## src/inc/dacb_pkg.sv

```systemverilog
// Package: register map, field positions, reset values and carrier types of the DAC bank
`default_nettype none
package dacb_pkg;
  // ------------------------------------------------------------
  // Register offsets
  // ------------------------------------------------------------
  localparam logic [7:0] ADDR_IFACE_CFG     = 8'h01;
  localparam logic [7:0] ADDR_UPDATE        = 8'h0f;
  localparam logic [7:0] ADDR_CLR_EN_LO     = 8'h18;
  localparam logic [7:0] ADDR_CLR_EN_HI     = 8'h19;
  localparam logic [7:0] ADDR_CLR_SRC_LO    = 8'h1a;
  localparam logic [7:0] ADDR_CLR_SRC_HI    = 8'h1b;
  localparam logic [7:0] ADDR_RANGE         = 8'h1e;
  localparam logic [7:0] ADDR_CODE_FIRST    = 8'h50;
  localparam logic [7:0] ADDR_CODE_LAST     = 8'h67;
  localparam logic [7:0] ADDR_ALARM_STAT_LO = 8'h74;
  localparam logic [7:0] ADDR_ALARM_STAT_HI = 8'h75;
  localparam logic [7:0] ADDR_SW_CLR_LO     = 8'hb0;
  localparam logic [7:0] ADDR_SW_CLR_HI     = 8'hb1;

  // ------------------------------------------------------------
  // Field positions and reset values
  // ------------------------------------------------------------
  localparam int         READ_SEL_BIT   = 1;     // 1 = read active, 0 = read buffer
  localparam int         UPDATE_BIT     = 0;     // Write 1 to move buffer to active
  localparam logic [7:0] RST_BYTE       = 8'h00;
  localparam logic [11:0] RST_CODE      = 12'h000;

  // ------------------------------------------------------------
  // Bank shape and serial frame
  // ------------------------------------------------------------
  localparam int NUM_DAC     = 12;
  localparam int NUM_GROUP   = 4;               // A=0 B=1 C=2 D=3
  localparam int NUM_ALARM   = 16;              // Source 0 is the external pin
  localparam int CODE_W      = 12;
  localparam logic [4:0] FRAME_BITS = 5'h18;     // Command, address, data byte
  localparam logic [4:0] ADDR_DONE  = 5'h10;     // Bits taken when address is complete

  typedef logic [CODE_W-1:0] dacb_code_t;

  // Serial port pins as seen by the device
  typedef struct packed {
    logic csN;
    logic sclk;
    logic sdi;
  } dacb_spi_in_t;

  // Per-group analog range controls
  typedef struct packed {
    logic negative;
    logic halfSpan;
  } dacb_range_t;
endpackage
`default_nettype wire

```

## src/verilog/dacb_bank.sv

```systemverilog
// DAC bank control: serial register port, double-buffered codes, range and clear logic
//
// Operation
// - Twelve channels in groups A4 B2 C2 D4
// - Range and clamp shared within each group
// - Reset clamps outputs and defaults all code registers
// - Group polarity pin selects positive or negative
// - Positive groups may select half span
// - Straight binary codes at data addresses
// - Data write touches only the buffer
// - Update command copies buffer to active
// - Output follows active register only
// - Read select picks buffer or active
// - Clear drives zero code to core
// - Clear leaves buffer and active untouched
// - Data writes accepted during clear
// - Leaving clear restores active code at once
// - Per-channel software clear bits
// - External alarm pin can force clear
// - Alarm clears only if source enabled
// - Only marked channels respond to alarms
// - Alarm sets status bit, clears mapped channels
// - Release after status clear, no other alarm
`default_nettype none
module dacb_bank
(
  // Clock and reset
  input  wire  logic                                              clk,
  input  wire  logic                                              reset_n,
  // Serial register port
  input  wire  dacb_pkg::dacb_spi_in_t                            spiIn,
  output var   logic                                              sdo,
  output var   logic                                              sdoOe,
  // Group polarity pins and alarm sources
  input  wire  logic [dacb_pkg::NUM_GROUP-1:0]                    groupPolaritySelect,
  input  wire  logic                                              externalAlarmClearInput,
  input  wire  logic [dacb_pkg::NUM_ALARM-2:0]                    internalAlarm,
  // DAC core controls
  output var   dacb_pkg::dacb_code_t [dacb_pkg::NUM_DAC-1:0]      dacCore,
  output var   logic [dacb_pkg::NUM_DAC-1:0]                      dacClamp,
  output var   dacb_pkg::dacb_range_t [dacb_pkg::NUM_GROUP-1:0]   groupRange
);

  // ------------------------------------------------------------
  // Declarations
  // ------------------------------------------------------------
  logic [2:0]                                  csSync_ff;
  logic [2:0]                                  sclkSync_ff;
  logic [1:0]                                  sdiSync_ff;
  logic [1:0]                                  extAlarmSync_ff;
  logic [dacb_pkg::NUM_GROUP-1:0]              polSync1_ff;
  logic [dacb_pkg::NUM_GROUP-1:0]              polSync2_ff;
  logic                                        sclkRise;
  logic                                        sclkFall;
  logic                                        csActive;
  logic [4:0]                                  bitCnt_ff;
  logic [23:0]                                 shiftIn_ff;
  logic [7:0]                                  readShift_ff;
  logic                                        isRead_ff;
  logic [7:0]                                  addr_ff;
  logic                                        wrStrobe;
  logic [7:0]                                  wrAddr;
  logic [7:0]                                  wrData;
  logic [7:0]                                  ifaceCfg_ff;
  logic [dacb_pkg::NUM_DAC-1:0]                clrEnable_ff;
  logic [dacb_pkg::NUM_ALARM-1:0]              clrSource_ff;
  logic [dacb_pkg::NUM_GROUP-1:0]              rangeSel_ff;
  logic [dacb_pkg::NUM_DAC-1:0]                swClear_ff;
  logic [dacb_pkg::NUM_ALARM-1:0]              alarmStatus_ff;
  logic [dacb_pkg::NUM_ALARM-1:0]              nxt_alarmStatus;
  logic [dacb_pkg::NUM_ALARM-1:0]              alarmEvent;
  logic [dacb_pkg::NUM_ALARM-1:0]              alarmClearMask;
  dacb_pkg::dacb_code_t [dacb_pkg::NUM_DAC-1:0] buffer_ff;
  dacb_pkg::dacb_code_t [dacb_pkg::NUM_DAC-1:0] active_ff;
  logic                                        updatePulse;
  logic                                        powerOnClamp_ff;
  logic                                        alarmClear;
  logic [dacb_pkg::NUM_DAC-1:0]                effClear;
  logic [7:0]                                  codeIdx;
  logic                                        codeHit;

  // ------------------------------------------------------------
  // Pin synchronisers
  // ------------------------------------------------------------
  // Serial pins cross into clk; edges are found on the settled stages only
  always_ff @(posedge clk or negedge reset_n)
  begin
    if (!reset_n)
    begin
      csSync_ff   <= 3'h7;
      sclkSync_ff <= 3'h0;
      sdiSync_ff  <= 2'h0;
    end
    else
    begin
      csSync_ff   <= {csSync_ff[1:0], spiIn.csN};
      sclkSync_ff <= {sclkSync_ff[1:0], spiIn.sclk};
      sdiSync_ff  <= {sdiSync_ff[0], spiIn.sdi};
    end
  end

  // Alarm pin and polarity pins are plain levels
  always_ff @(posedge clk or negedge reset_n)
  begin
    if (!reset_n)
    begin
      extAlarmSync_ff <= 2'h0;
      polSync1_ff     <= '0;
      polSync2_ff     <= '0;
    end
    else
    begin
      extAlarmSync_ff <= {extAlarmSync_ff[0], externalAlarmClearInput};
      polSync1_ff     <= groupPolaritySelect;
      polSync2_ff     <= polSync1_ff;
    end
  end

  assign sclkRise = sclkSync_ff[1] & ~sclkSync_ff[2];
  assign sclkFall = ~sclkSync_ff[1] & sclkSync_ff[2];
  assign csActive = ~csSync_ff[1];

  // ------------------------------------------------------------
  // Serial frame: read flag, address byte, data byte
  // ------------------------------------------------------------
  // Input sampled on SCLK rise; output changes on SCLK fall (mode 0)
  always_ff @(posedge clk or negedge reset_n)
  begin
    if (!reset_n)
    begin
      bitCnt_ff    <= 5'h00;
      shiftIn_ff   <= 24'h000000;
      isRead_ff    <= 1'b0;
      addr_ff      <= 8'h00;
      readShift_ff <= 8'h00;
    end
    else if (!csActive)
    begin
      bitCnt_ff <= 5'h00;
      isRead_ff <= 1'b0;
    end
    else if (sclkRise && bitCnt_ff != dacb_pkg::FRAME_BITS)
    begin
      shiftIn_ff <= {shiftIn_ff[22:0], sdiSync_ff[1]};
      bitCnt_ff  <= bitCnt_ff + 5'h01;
      if (bitCnt_ff == dacb_pkg::ADDR_DONE - 5'h01)
      begin
        // Address complete: latch it and fetch the read byte
        addr_ff      <= {shiftIn_ff[6:0], sdiSync_ff[1]};
        isRead_ff    <= shiftIn_ff[14];
        readShift_ff <= rdDataFor({shiftIn_ff[6:0], sdiSync_ff[1]});
      end
    end
    else if (sclkFall && isRead_ff && bitCnt_ff >= dacb_pkg::ADDR_DONE)
    begin
      readShift_ff <= {readShift_ff[6:0], 1'b0};
    end
  end

  // Serial output pin and its enable, both registered
  always_ff @(posedge clk or negedge reset_n)
  begin
    if (!reset_n)
    begin
      sdo   <= 1'b0;
      sdoOe <= 1'b0;
    end
    else
    begin
      sdoOe <= csActive & isRead_ff;
      if (sclkFall && isRead_ff && bitCnt_ff >= dacb_pkg::ADDR_DONE)
        sdo <= readShift_ff[7];
    end
  end

  // A write frame commits once all its bits are in, on the last rise
  assign wrStrobe = csActive & sclkRise & ~isRead_ff & (bitCnt_ff == dacb_pkg::FRAME_BITS - 5'h01);
  assign wrAddr   = addr_ff;
  assign wrData   = {shiftIn_ff[6:0], sdiSync_ff[1]};
  assign codeIdx  = wrAddr - dacb_pkg::ADDR_CODE_FIRST;
  assign codeHit  = (wrAddr >= dacb_pkg::ADDR_CODE_FIRST) && (wrAddr <= dacb_pkg::ADDR_CODE_LAST);

  // ------------------------------------------------------------
  // Register read mux
  // ------------------------------------------------------------
  // Unmapped addresses read as zero; the update register always reads zero
  function automatic logic [7:0] rdDataFor(input logic [7:0] a);
    logic [7:0]              d;
    logic [7:0]              idx;
    dacb_pkg::dacb_code_t    code;
    d    = 8'h00;
    idx  = a - dacb_pkg::ADDR_CODE_FIRST;
    code = dacb_pkg::RST_CODE;
    case (a)
      dacb_pkg::ADDR_IFACE_CFG:     d = ifaceCfg_ff;
      dacb_pkg::ADDR_CLR_EN_LO:     d = clrEnable_ff[7:0];
      dacb_pkg::ADDR_CLR_EN_HI:     d = {4'h0, clrEnable_ff[11:8]};
      dacb_pkg::ADDR_CLR_SRC_LO:    d = clrSource_ff[7:0];
      dacb_pkg::ADDR_CLR_SRC_HI:    d = clrSource_ff[15:8];
      dacb_pkg::ADDR_RANGE:         d = {4'h0, rangeSel_ff};
      dacb_pkg::ADDR_ALARM_STAT_LO: d = alarmStatus_ff[7:0];
      dacb_pkg::ADDR_ALARM_STAT_HI: d = alarmStatus_ff[15:8];
      dacb_pkg::ADDR_SW_CLR_LO:     d = swClear_ff[7:0];
      dacb_pkg::ADDR_SW_CLR_HI:     d = {4'h0, swClear_ff[11:8]};
      default:
      begin
        if (a >= dacb_pkg::ADDR_CODE_FIRST && a <= dacb_pkg::ADDR_CODE_LAST)
        begin
          // Read select chooses the active or the buffered code
          code = ifaceCfg_ff[dacb_pkg::READ_SEL_BIT] ? active_ff[idx[4:1]] : buffer_ff[idx[4:1]];
          d    = idx[0] ? {4'h0, code[11:8]} : code[7:0];  // Straight binary, low byte first
        end
      end
    endcase
    return d;
  endfunction

  // ------------------------------------------------------------
  // Configuration registers
  // ------------------------------------------------------------
  always_ff @(posedge clk or negedge reset_n)
  begin
    if (!reset_n)
    begin
      ifaceCfg_ff  <= dacb_pkg::RST_BYTE;
      clrEnable_ff <= '0;
      clrSource_ff <= '0;
      rangeSel_ff  <= '0;
      swClear_ff   <= '0;
    end
    else if (wrStrobe)
    begin
      case (wrAddr)
        dacb_pkg::ADDR_IFACE_CFG:  ifaceCfg_ff <= wrData;
        dacb_pkg::ADDR_CLR_EN_LO:  clrEnable_ff[7:0] <= wrData;
        dacb_pkg::ADDR_CLR_EN_HI:  clrEnable_ff[11:8] <= wrData[3:0];
        dacb_pkg::ADDR_CLR_SRC_LO: clrSource_ff[7:0] <= wrData;
        dacb_pkg::ADDR_CLR_SRC_HI: clrSource_ff[15:8] <= wrData;
        dacb_pkg::ADDR_RANGE:      rangeSel_ff <= wrData[3:0];
        dacb_pkg::ADDR_SW_CLR_LO:  swClear_ff[7:0] <= wrData;
        dacb_pkg::ADDR_SW_CLR_HI:  swClear_ff[11:8] <= wrData[3:0];
        default:
        begin
        end
      endcase
    end
  end

  // ------------------------------------------------------------
  // Alarm status
  // ------------------------------------------------------------
  // Source 0 is the external pin, the rest come from on-chip monitors
  assign alarmEvent = {internalAlarm, extAlarmSync_ff[1]};

  // Host clears with write-one; an alarm still present sets again at once
  always_comb
  begin
    alarmClearMask = '0;
    if (wrStrobe && wrAddr == dacb_pkg::ADDR_ALARM_STAT_LO)
      alarmClearMask[7:0] = wrData;
    if (wrStrobe && wrAddr == dacb_pkg::ADDR_ALARM_STAT_HI)
      alarmClearMask[15:8] = wrData;
    nxt_alarmStatus = (alarmStatus_ff & ~alarmClearMask) | alarmEvent;  // Set wins over clear
  end

  always_ff @(posedge clk or negedge reset_n)
  begin
    if (!reset_n)
      alarmStatus_ff <= '0;
    else
      alarmStatus_ff <= nxt_alarmStatus;
  end

  // ------------------------------------------------------------
  // Code registers: buffer and active
  // ------------------------------------------------------------
  assign updatePulse = wrStrobe & (wrAddr == dacb_pkg::ADDR_UPDATE) & wrData[dacb_pkg::UPDATE_BIT];

  // Writes land in the buffer only, clear state or not
  always_ff @(posedge clk or negedge reset_n)
  begin
    if (!reset_n)
      buffer_ff <= '0;
    else if (wrStrobe && codeHit)
    begin
      if (codeIdx[0])
        buffer_ff[codeIdx[4:1]][11:8] <= wrData[3:0];
      else
        buffer_ff[codeIdx[4:1]][7:0] <= wrData;
    end
  end

  // Whole bank moves together so all outputs step in one cycle
  always_ff @(posedge clk or negedge reset_n)
  begin
    if (!reset_n)
      active_ff <= '0;
    else if (updatePulse)
      active_ff <= buffer_ff;
  end

  // Outputs stay at clamp from reset until the first update loads real codes
  always_ff @(posedge clk or negedge reset_n)
  begin
    if (!reset_n)
      powerOnClamp_ff <= 1'b1;
    else if (updatePulse)
      powerOnClamp_ff <= 1'b0;
  end

  // ------------------------------------------------------------
  // Clear state and core drive
  // ------------------------------------------------------------
  // Any enabled source still flagged holds the alarm clear
  assign alarmClear = |(alarmStatus_ff & clrSource_ff);
  assign effClear   = swClear_ff | (clrEnable_ff & {dacb_pkg::NUM_DAC{alarmClear}});

  // Core sees zero code while cleared or power-on clamped, active code otherwise
  always_ff @(posedge clk or negedge reset_n)
  begin
    if (!reset_n)
    begin
      dacCore  <= '0;
      dacClamp <= '1;
    end
    else
    begin
      for (int ch = 0; ch < dacb_pkg::NUM_DAC; ch++)
      begin
        dacClamp[ch] <= powerOnClamp_ff;
        if (effClear[ch] || powerOnClamp_ff)
          dacCore[ch] <= dacb_pkg::RST_CODE;
        else
          dacCore[ch] <= active_ff[ch];       // Immediate restore
      end
    end
  end

  // Per-group range: polarity from pin, half span only when positive
  always_ff @(posedge clk or negedge reset_n)
  begin
    if (!reset_n)
      groupRange <= '0;
    else
    begin
      for (int g = 0; g < dacb_pkg::NUM_GROUP; g++)
      begin
        groupRange[g].negative <= polSync2_ff[g];
        groupRange[g].halfSpan <= ~polSync2_ff[g] & rangeSel_ff[g];
      end
    end
  end

endmodule
`default_nettype wire

```

## config.mk

```make
export PLATFORM = sky130hd
export DESIGN_NAME = dacb_bank
export DESIGN_NICKNAME = d
export VERILOG_FILES = /design/src/inc/dacb_pkg.sv /design/src/verilog/dacb_bank.sv
export SDC_FILE = /design/constraint.sdc
export NUM_CORES = 1
export LEC_CHECK = 0
export CORE_UTILIZATION = 40
export CTS_CLUSTER_DIAMETER = 150
export CTS_CLUSTER_SIZE = 28
export DETAILED_ROUTE_END_ITERATION = 16
export DONT_BUFFER_PORTS = 1
export GPL_TIMING_DRIVEN = 0
export PLACE_DENSITY = 0.53
export SLEW_MARGIN = 10
export SYNTH_ARGS = -nofsm -noshare
export SYNTH_HDL_FRONTEND = slang
export SYNTH_SLANG_ARGS = --single-unit
```

## constraint.sdc

```tcl
create_clock -name clk -period 2.97 [get_ports clk]
set_input_delay 0.1485 -clock clk [delete_from_list [all_inputs] [get_ports clk]]
set_output_delay 0.1485 -clock clk [all_outputs]
set_load 0.05 [all_outputs]
```

# == Yosys cells after proc, flatten, opt, wreduce, memory -nomap -nowiden ==
# Index checks and enable logic that the tools add are counted.
# Widths: inputs -> output; s select.
# word_totals
word_cells,204
ff_bits,566
inputBits,25
out_inout_bits,166
# classes
n_bitwise,26
magnitude_cmp,8
muxes,37
add_sub_neg,3
n_reduce_logical,37
n_eq_ne,25
# ops
op,n
$bwmux 144,2
$mux 12,16
$mux 144,1
$bmux 12 s4,2
$demux 12 s4,2
$eq 8x5->1 const B,10
$pmux 8 s10,1
$mux 8,8
$and 16x16->16,2
$eq 8x7->1 const B,4
$eq 8x8->1 const B,4
$reduce_and 2->1,10
$eq 8x1->1 const B,2
$ge 8x7->1 const B,2
$le 8x7->1 const B,2
$not 16->16,1
$or 16x16->16,1
$reduce_or 16->1,1
$and 1x1->1,12
$and 12x12->12,1
$logic_or 1x1->1,12
$or 12x12->12,1
$lt 4x5->1 const B,2
$mux 5,2
other kinds (14),35

# == Logic depth before layout (Yosys ltp) ==
# depth
depth_word,10
mapped_depth,9
mapped_depth_nobuf,8

# == Worst setup path before layout ==
# No wires, ideal clock.
# synth_path
path_kind,register to register
from,reg bitCnt_ff[3]
to,reg active_ff[0] (netlist name)
setup_time_ns,0.125
path_stages_with_launch,9
synth_period_minus_slack_ns,2.356
path_slack_ns,0.614
t_arrival_ns,2.231
path_buffers,3
required_ns,2.845
cell_sequence,dfrtp_1 -> nor4b_2 -> nand4_1 -> or2_2 -> clkbuf_1 -> nor2_4 -> buf_2 -> buf_4 -> mux2_2
# synth_via
elab_chain_len,4
# synth_rtl
item,line_no,source
"start, declared",dacb_bank.sv:56,logic [4:0] bitCnt_ff;
"start signal, assigned",dacb_bank.sv:145,bitCnt_ff <= bitCnt_ff + 5'h01;
$eq 5x5->1,dacb_bank.sv:177,assign wrStrobe = csActive & sclkRise & ~isRead_ff & (bitCnt_ff == dacb_pkg::FRAME_BITS - 5'h01);
$and 1x1->1,dacb_bank.sv:177,
$and 1x1->1 (2 in series),dacb_bank.sv:277,assign updatePulse = wrStrobe & (wrAddr == dacb_pkg::ADDR_UPDATE) & wrData[dacb_pkg::UPDATE_BIT];
"end signal, assigned",dacb_bank.sv:299,active_ff <= buffer_ff;
"end, declared",dacb_bank.sv:74,dacb_pkg::dacb_code_t [dacb_pkg::NUM_DAC-1:0] active_ff;
# No other way between the ends.
# A chain may end at the register's enable or synchronous reset.

# == Worst setup path after layout ==
# layout_path
from,reg shiftIn_ff[2]
to,reg readShift_ff[2]
# layout_via
elab_chain_len,9
elab_cells_between_ends,24
cone_classes,1 x add/sub; 2 x order compare; 10 x eq/ne; 10 x mux; 1 x reduce/logical
# layout_rtl
item,line_no,source
"start, declared",dacb_bank.sv:57,logic [23:0] shiftIn_ff;
"start signal, assigned",dacb_bank.sv:144,"shiftIn_ff <= {shiftIn_ff[22:0], sdiSync_ff[1]};"
$sub 5x5->5,dacb_bank.sv:192,idx = a - dacb_pkg::ADDR_CODE_FIRST;
$bmux 12 s4,dacb_bank.sv:210,code = ifaceCfg_ff[dacb_pkg::READ_SEL_BIT] ? active_ff[idx[4:1]] : buffer_ff[idx[4:1]];
$mux 12 (implied by the code),dacb_bank.sv:210,
$mux 12,dacb_bank.sv:210,
$mux 8,dacb_bank.sv:211,"d = idx[0] ? {4'h0, code[11:8]} : code[7:0];"
$mux 8,dacb_bank.sv:207,if (a >= dacb_pkg::ADDR_CODE_FIRST && a <= dacb_pkg::ADDR_CODE_LAST)
$pmux 8 s10 (*),dacb_bank.sv:194,case (a)
$mux 8 (*),dacb_bank.sv:146,if (bitCnt_ff == dacb_pkg::ADDR_DONE - 5'h01)
$mux 8 (*),dacb_bank.sv:142,else if (sclkRise && bitCnt_ff != dacb_pkg::FRAME_BITS)
"end signal, assigned",dacb_bank.sv:151,"readShift_ff <= rdDataFor({shiftIn_ff[6:0], sdiSync_ff[1]});"
"end signal, assigned",dacb_bank.sv:156,"readShift_ff <= {readShift_ff[6:0], 1'b0};"
"end, declared",dacb_bank.sv:58,logic [7:0] readShift_ff;
# Mark *: on every way between the ends. The rest lies on a longest branch, timed or not. The select of a mux whose other input is x is not followed.

==> reports/qor.txt <==
IO Pins -> 191
GRT Util Overall -> 0.262
Drt pass-1 iters -> 7
Syn avg cell area -> 13.6 sq um
Post-synth EDFFs -> 0
Die height -> 246 um
Num CTS Buffers -> 24
Initial antenna violation count -> 4
Post-Syn Instances -> 1750
Number of global-route vias before repair -> 15181
Critical Path Fanout Max -> 10
Net count, final -> 1832
Crit end category -> flop
Worst hold margin -> -782 ps
Final Hold Vio Count -> 442
Overflow after GRT -> 0
Sw frac -> 0.294
Period Utilization, post-route -> 1.00
Die Span X -> 246 um
DR vias -> 14904
P&R area growth vs syn -> 9.02%
Vias per inst -> 5.77
Post-synth net total -> 1778
Violated checks -> hold timing, slew limit, setup timing
FF-to-FF path depth -> 7
Area of the die -> 0.0606 sq mm
DRC viols -> 0
Layout cell share with drive strength beyond 1 -> 0.299
GPL Wtd Cong -> 1.01
Worst-margin pin slew -> 3570 ps
Max_cap viols -> 0
Pint -> 9760 uW
Clock root buffer -> clkbuf_16
Final cell count without fillers -> 2584
Starting Density -> 0.405
Hold Buf Count CTS -> 23
Clk_lat worst skew -> 630 ps
Async S/R FF share, synth -> 1.00
Post-synthesis sequential area ratio -> 0.594
Minimum clock period -> 2980 ps
Synth Register Bits -> 566
Sequential power share -> 0.565
Crit path kind -> flop to flop
Gate power share -> 0.142
Final WL -> 78500 um
Clock transition at path regs -> 130 ps
Pin count of the biggest net entering global routing -> 567
CP startpoint kind -> flop
Worst Skew -> 49.7 ps
Syn Std Cell Area -> 0.0238 sq mm
First-pass GRT wire length -> 113000 um
CTS tree -> done
Req. time, crit path -> 3450 ps
Hold Path Class -> input pin to asynchronous set/reset pin
Clock Path Buffers -> 3
I/O Buffers -> 0
Pwr dens -> 532 mW/mm^2
Core Footprint -> 0.0589 sq mm
Core Util, Final -> 0.441
PnR Total Power -> 13800 uW
Sw power -> 4070 uW
Synth top area share -> 0.590
Final Max Tran Viols -> 428
Worst vdd ir -> 0.000447 V
Synth unique cells -> 69
Rows -> 89
Avg WL per Cell -> 30.4 um
Arr. time, crit path -> 3460 ps
H-tree Lvls -> 1
DRT antenna net count -> 0
Dpl hpwl -> 56700 um
Clock sink total -> 566
Clock Power Share -> 0.293
F_max -> 336 MHz
Dominant cell type by area after synthesis -> dfrtp_1
Drt initial violations -> 1349
Fin Setup TNS -> -6.06 ps
Outcome -> complete, but fails checks
# setup viols final -> 1
Filler cells -> 5419
P_leak -> 0.0121 uW
Ys flop type -> dfrtp_1
Dpl cells -> 2523
Yosys warns -> 0
Setup WS post-layout -> -6.06 ps
Slew HR -> -1.38
Synth top area cells -> dfrtp_1 59%, mux2_2 17%, mux4_2 3.9%
-- cells by family after synthesis --
family / count (synthesis) / synth area share
buf+inv: 134 / 0.0249
xor+xnor: 3 / 0.00110
flops: 566 / 0.594
simple gates: 405 / 0.0943
compound gates: 190 / 0.0550
mux: 449 / 0.229
fa+ha+maj: 3 / 0.00158
-- layout by cell type (no fill, tap or decap), types with 24 or more instances in the layout --
master / count
o21ai_0: 37
mux4_2: 41
and2_1: 145
dfrtp_1: 561
clkbuf_16: 24
mux2_2: 353
clkbuf_1: 57
nand3_1: 30
nand2_1: 103
nor2_1: 40
mux2i_1: 53
-- worst paths after layout --
path	to	slack, ps	startpoint
worst max-delay path	readShift_ff[2]$_DFFE_PN0P_	-6	shiftIn_ff[2]$_DFFE_PN0P_
worst min-delay path	dacCore[51]$_DFF_PN0_	-780	reset_n
worst max register to register	readShift_ff[2]$_DFFE_PN0P_	-6	shiftIn_ff[2]$_DFFE_PN0P_
worst min register to register	extAlarmSync_ff[1]$_DFF_PN0_	360	extAlarmSync_ff[0]$_DFF_PN0_
max in group asynchronous	shiftIn_ff[0]$_DFFE_PN0P_	710	reset_n
min in group clk	extAlarmSync_ff[0]$_DFF_PN0_	90	externalAlarmClearInput
-- power by group through the flow --
| stage | combinational (uW) | sequential (uW) | clock, uW |
|---|---|---|---|
| 3_5_place_dp | 1820 | 7960 | 0 |
| 3_3_place_gp | 1800 | 7960 | 0 |
| 4_1_cts | 1890 | 7810 | 4160 |
| 6_report | 1960 | 7810 | 4050 |
| 2_1_floorplan | 957 | 7950 | 0 |
| 5_1_grt | 2000 | 7820 | 4400 |
-- per-layer routing --
metal / GRT usage / wire [um] / vias to the layer above
met2: 0.435 / 38200 / 469
li1: - / - / 6314
met4: 0.0658 / 2070 / 0
met3: 0.0268 / 3730 / 100
met5: 0 / 0 / -
met1: 0.368 / 34500 / 8021
-- timing repair --
item / CTS / global route
buffers inserted: 1 / 4
hold endpoints to repair: 589 / 566
gates resized for setup: 66 / 34
pin swaps: 1 / 4
endpoints found under the setup margin: 230 / 176
-- critical path: stages (launching register included) --
cell      delay [ps]
dfrtp_1          360
buf_2            260
buf_2            460
clkbuf_2         410
buf_2            460
a211oi_1         160
o21ai_0          570
a31oi_1          160
-- metrics by stage --
stage	hold WS [ps]	area (sq um)	worst slack, ps
global route	-814	26000	-16.7
detailed placement	-121	24800	-870
global placement	-121	24800	-860
floorplan	-147	23800	614
finish	-782	26000	-6.06
CTS	-794	25900	-74.3
-- registers in the layout (all words and copies together) (netlist names), 12 cells and up --
name            flops
swClear_ff         12
clrSource_ff       16
active_ff         144
shiftIn_ff         15
dacCore           144
buffer_ff         144
clrEnable_ff       12
alarmStatus_ff     16
-- cell usage after synthesis (10+ instances only) --
cell type / n
mux2i_1: 54
a211oi_1: 17
nor2_1: 41
o22ai_1: 17
a21o_1: 16
clkbuf_1: 76
buf_2: 24
nor2b_1: 18
mux4_2: 41
nand2_1: 103
a21oi_1: 21
buf_1: 10
o21ai_0: 37
dfrtp_1: 562
nor2_2: 10
and2_1: 145
mux2_2: 353
nor3_1: 10
a221oi_1: 10
a22oi_1: 19
buf_4: 16
nand3_1: 30
-- layout make-up --
class / instances / area, sq um / area share
multi-input combinational: 1050 / 9190 / 0.354
tap: 773 / 967 / 0.0372
clock buffer: 30 / 623 / 0.0240
sequential: 566 / 14200 / 0.545
timing repair buffer: 28 / 293 / 0.0113
inverter: 8 / 30.0 / 0.00116
buffer: 126 / 666 / 0.0256
antenna: 1 / 2.50 / 0.0000963
clock inverter: 2 / 46.3 / 0.00178
Note: power is estimated with default switching activity, not from simulation.
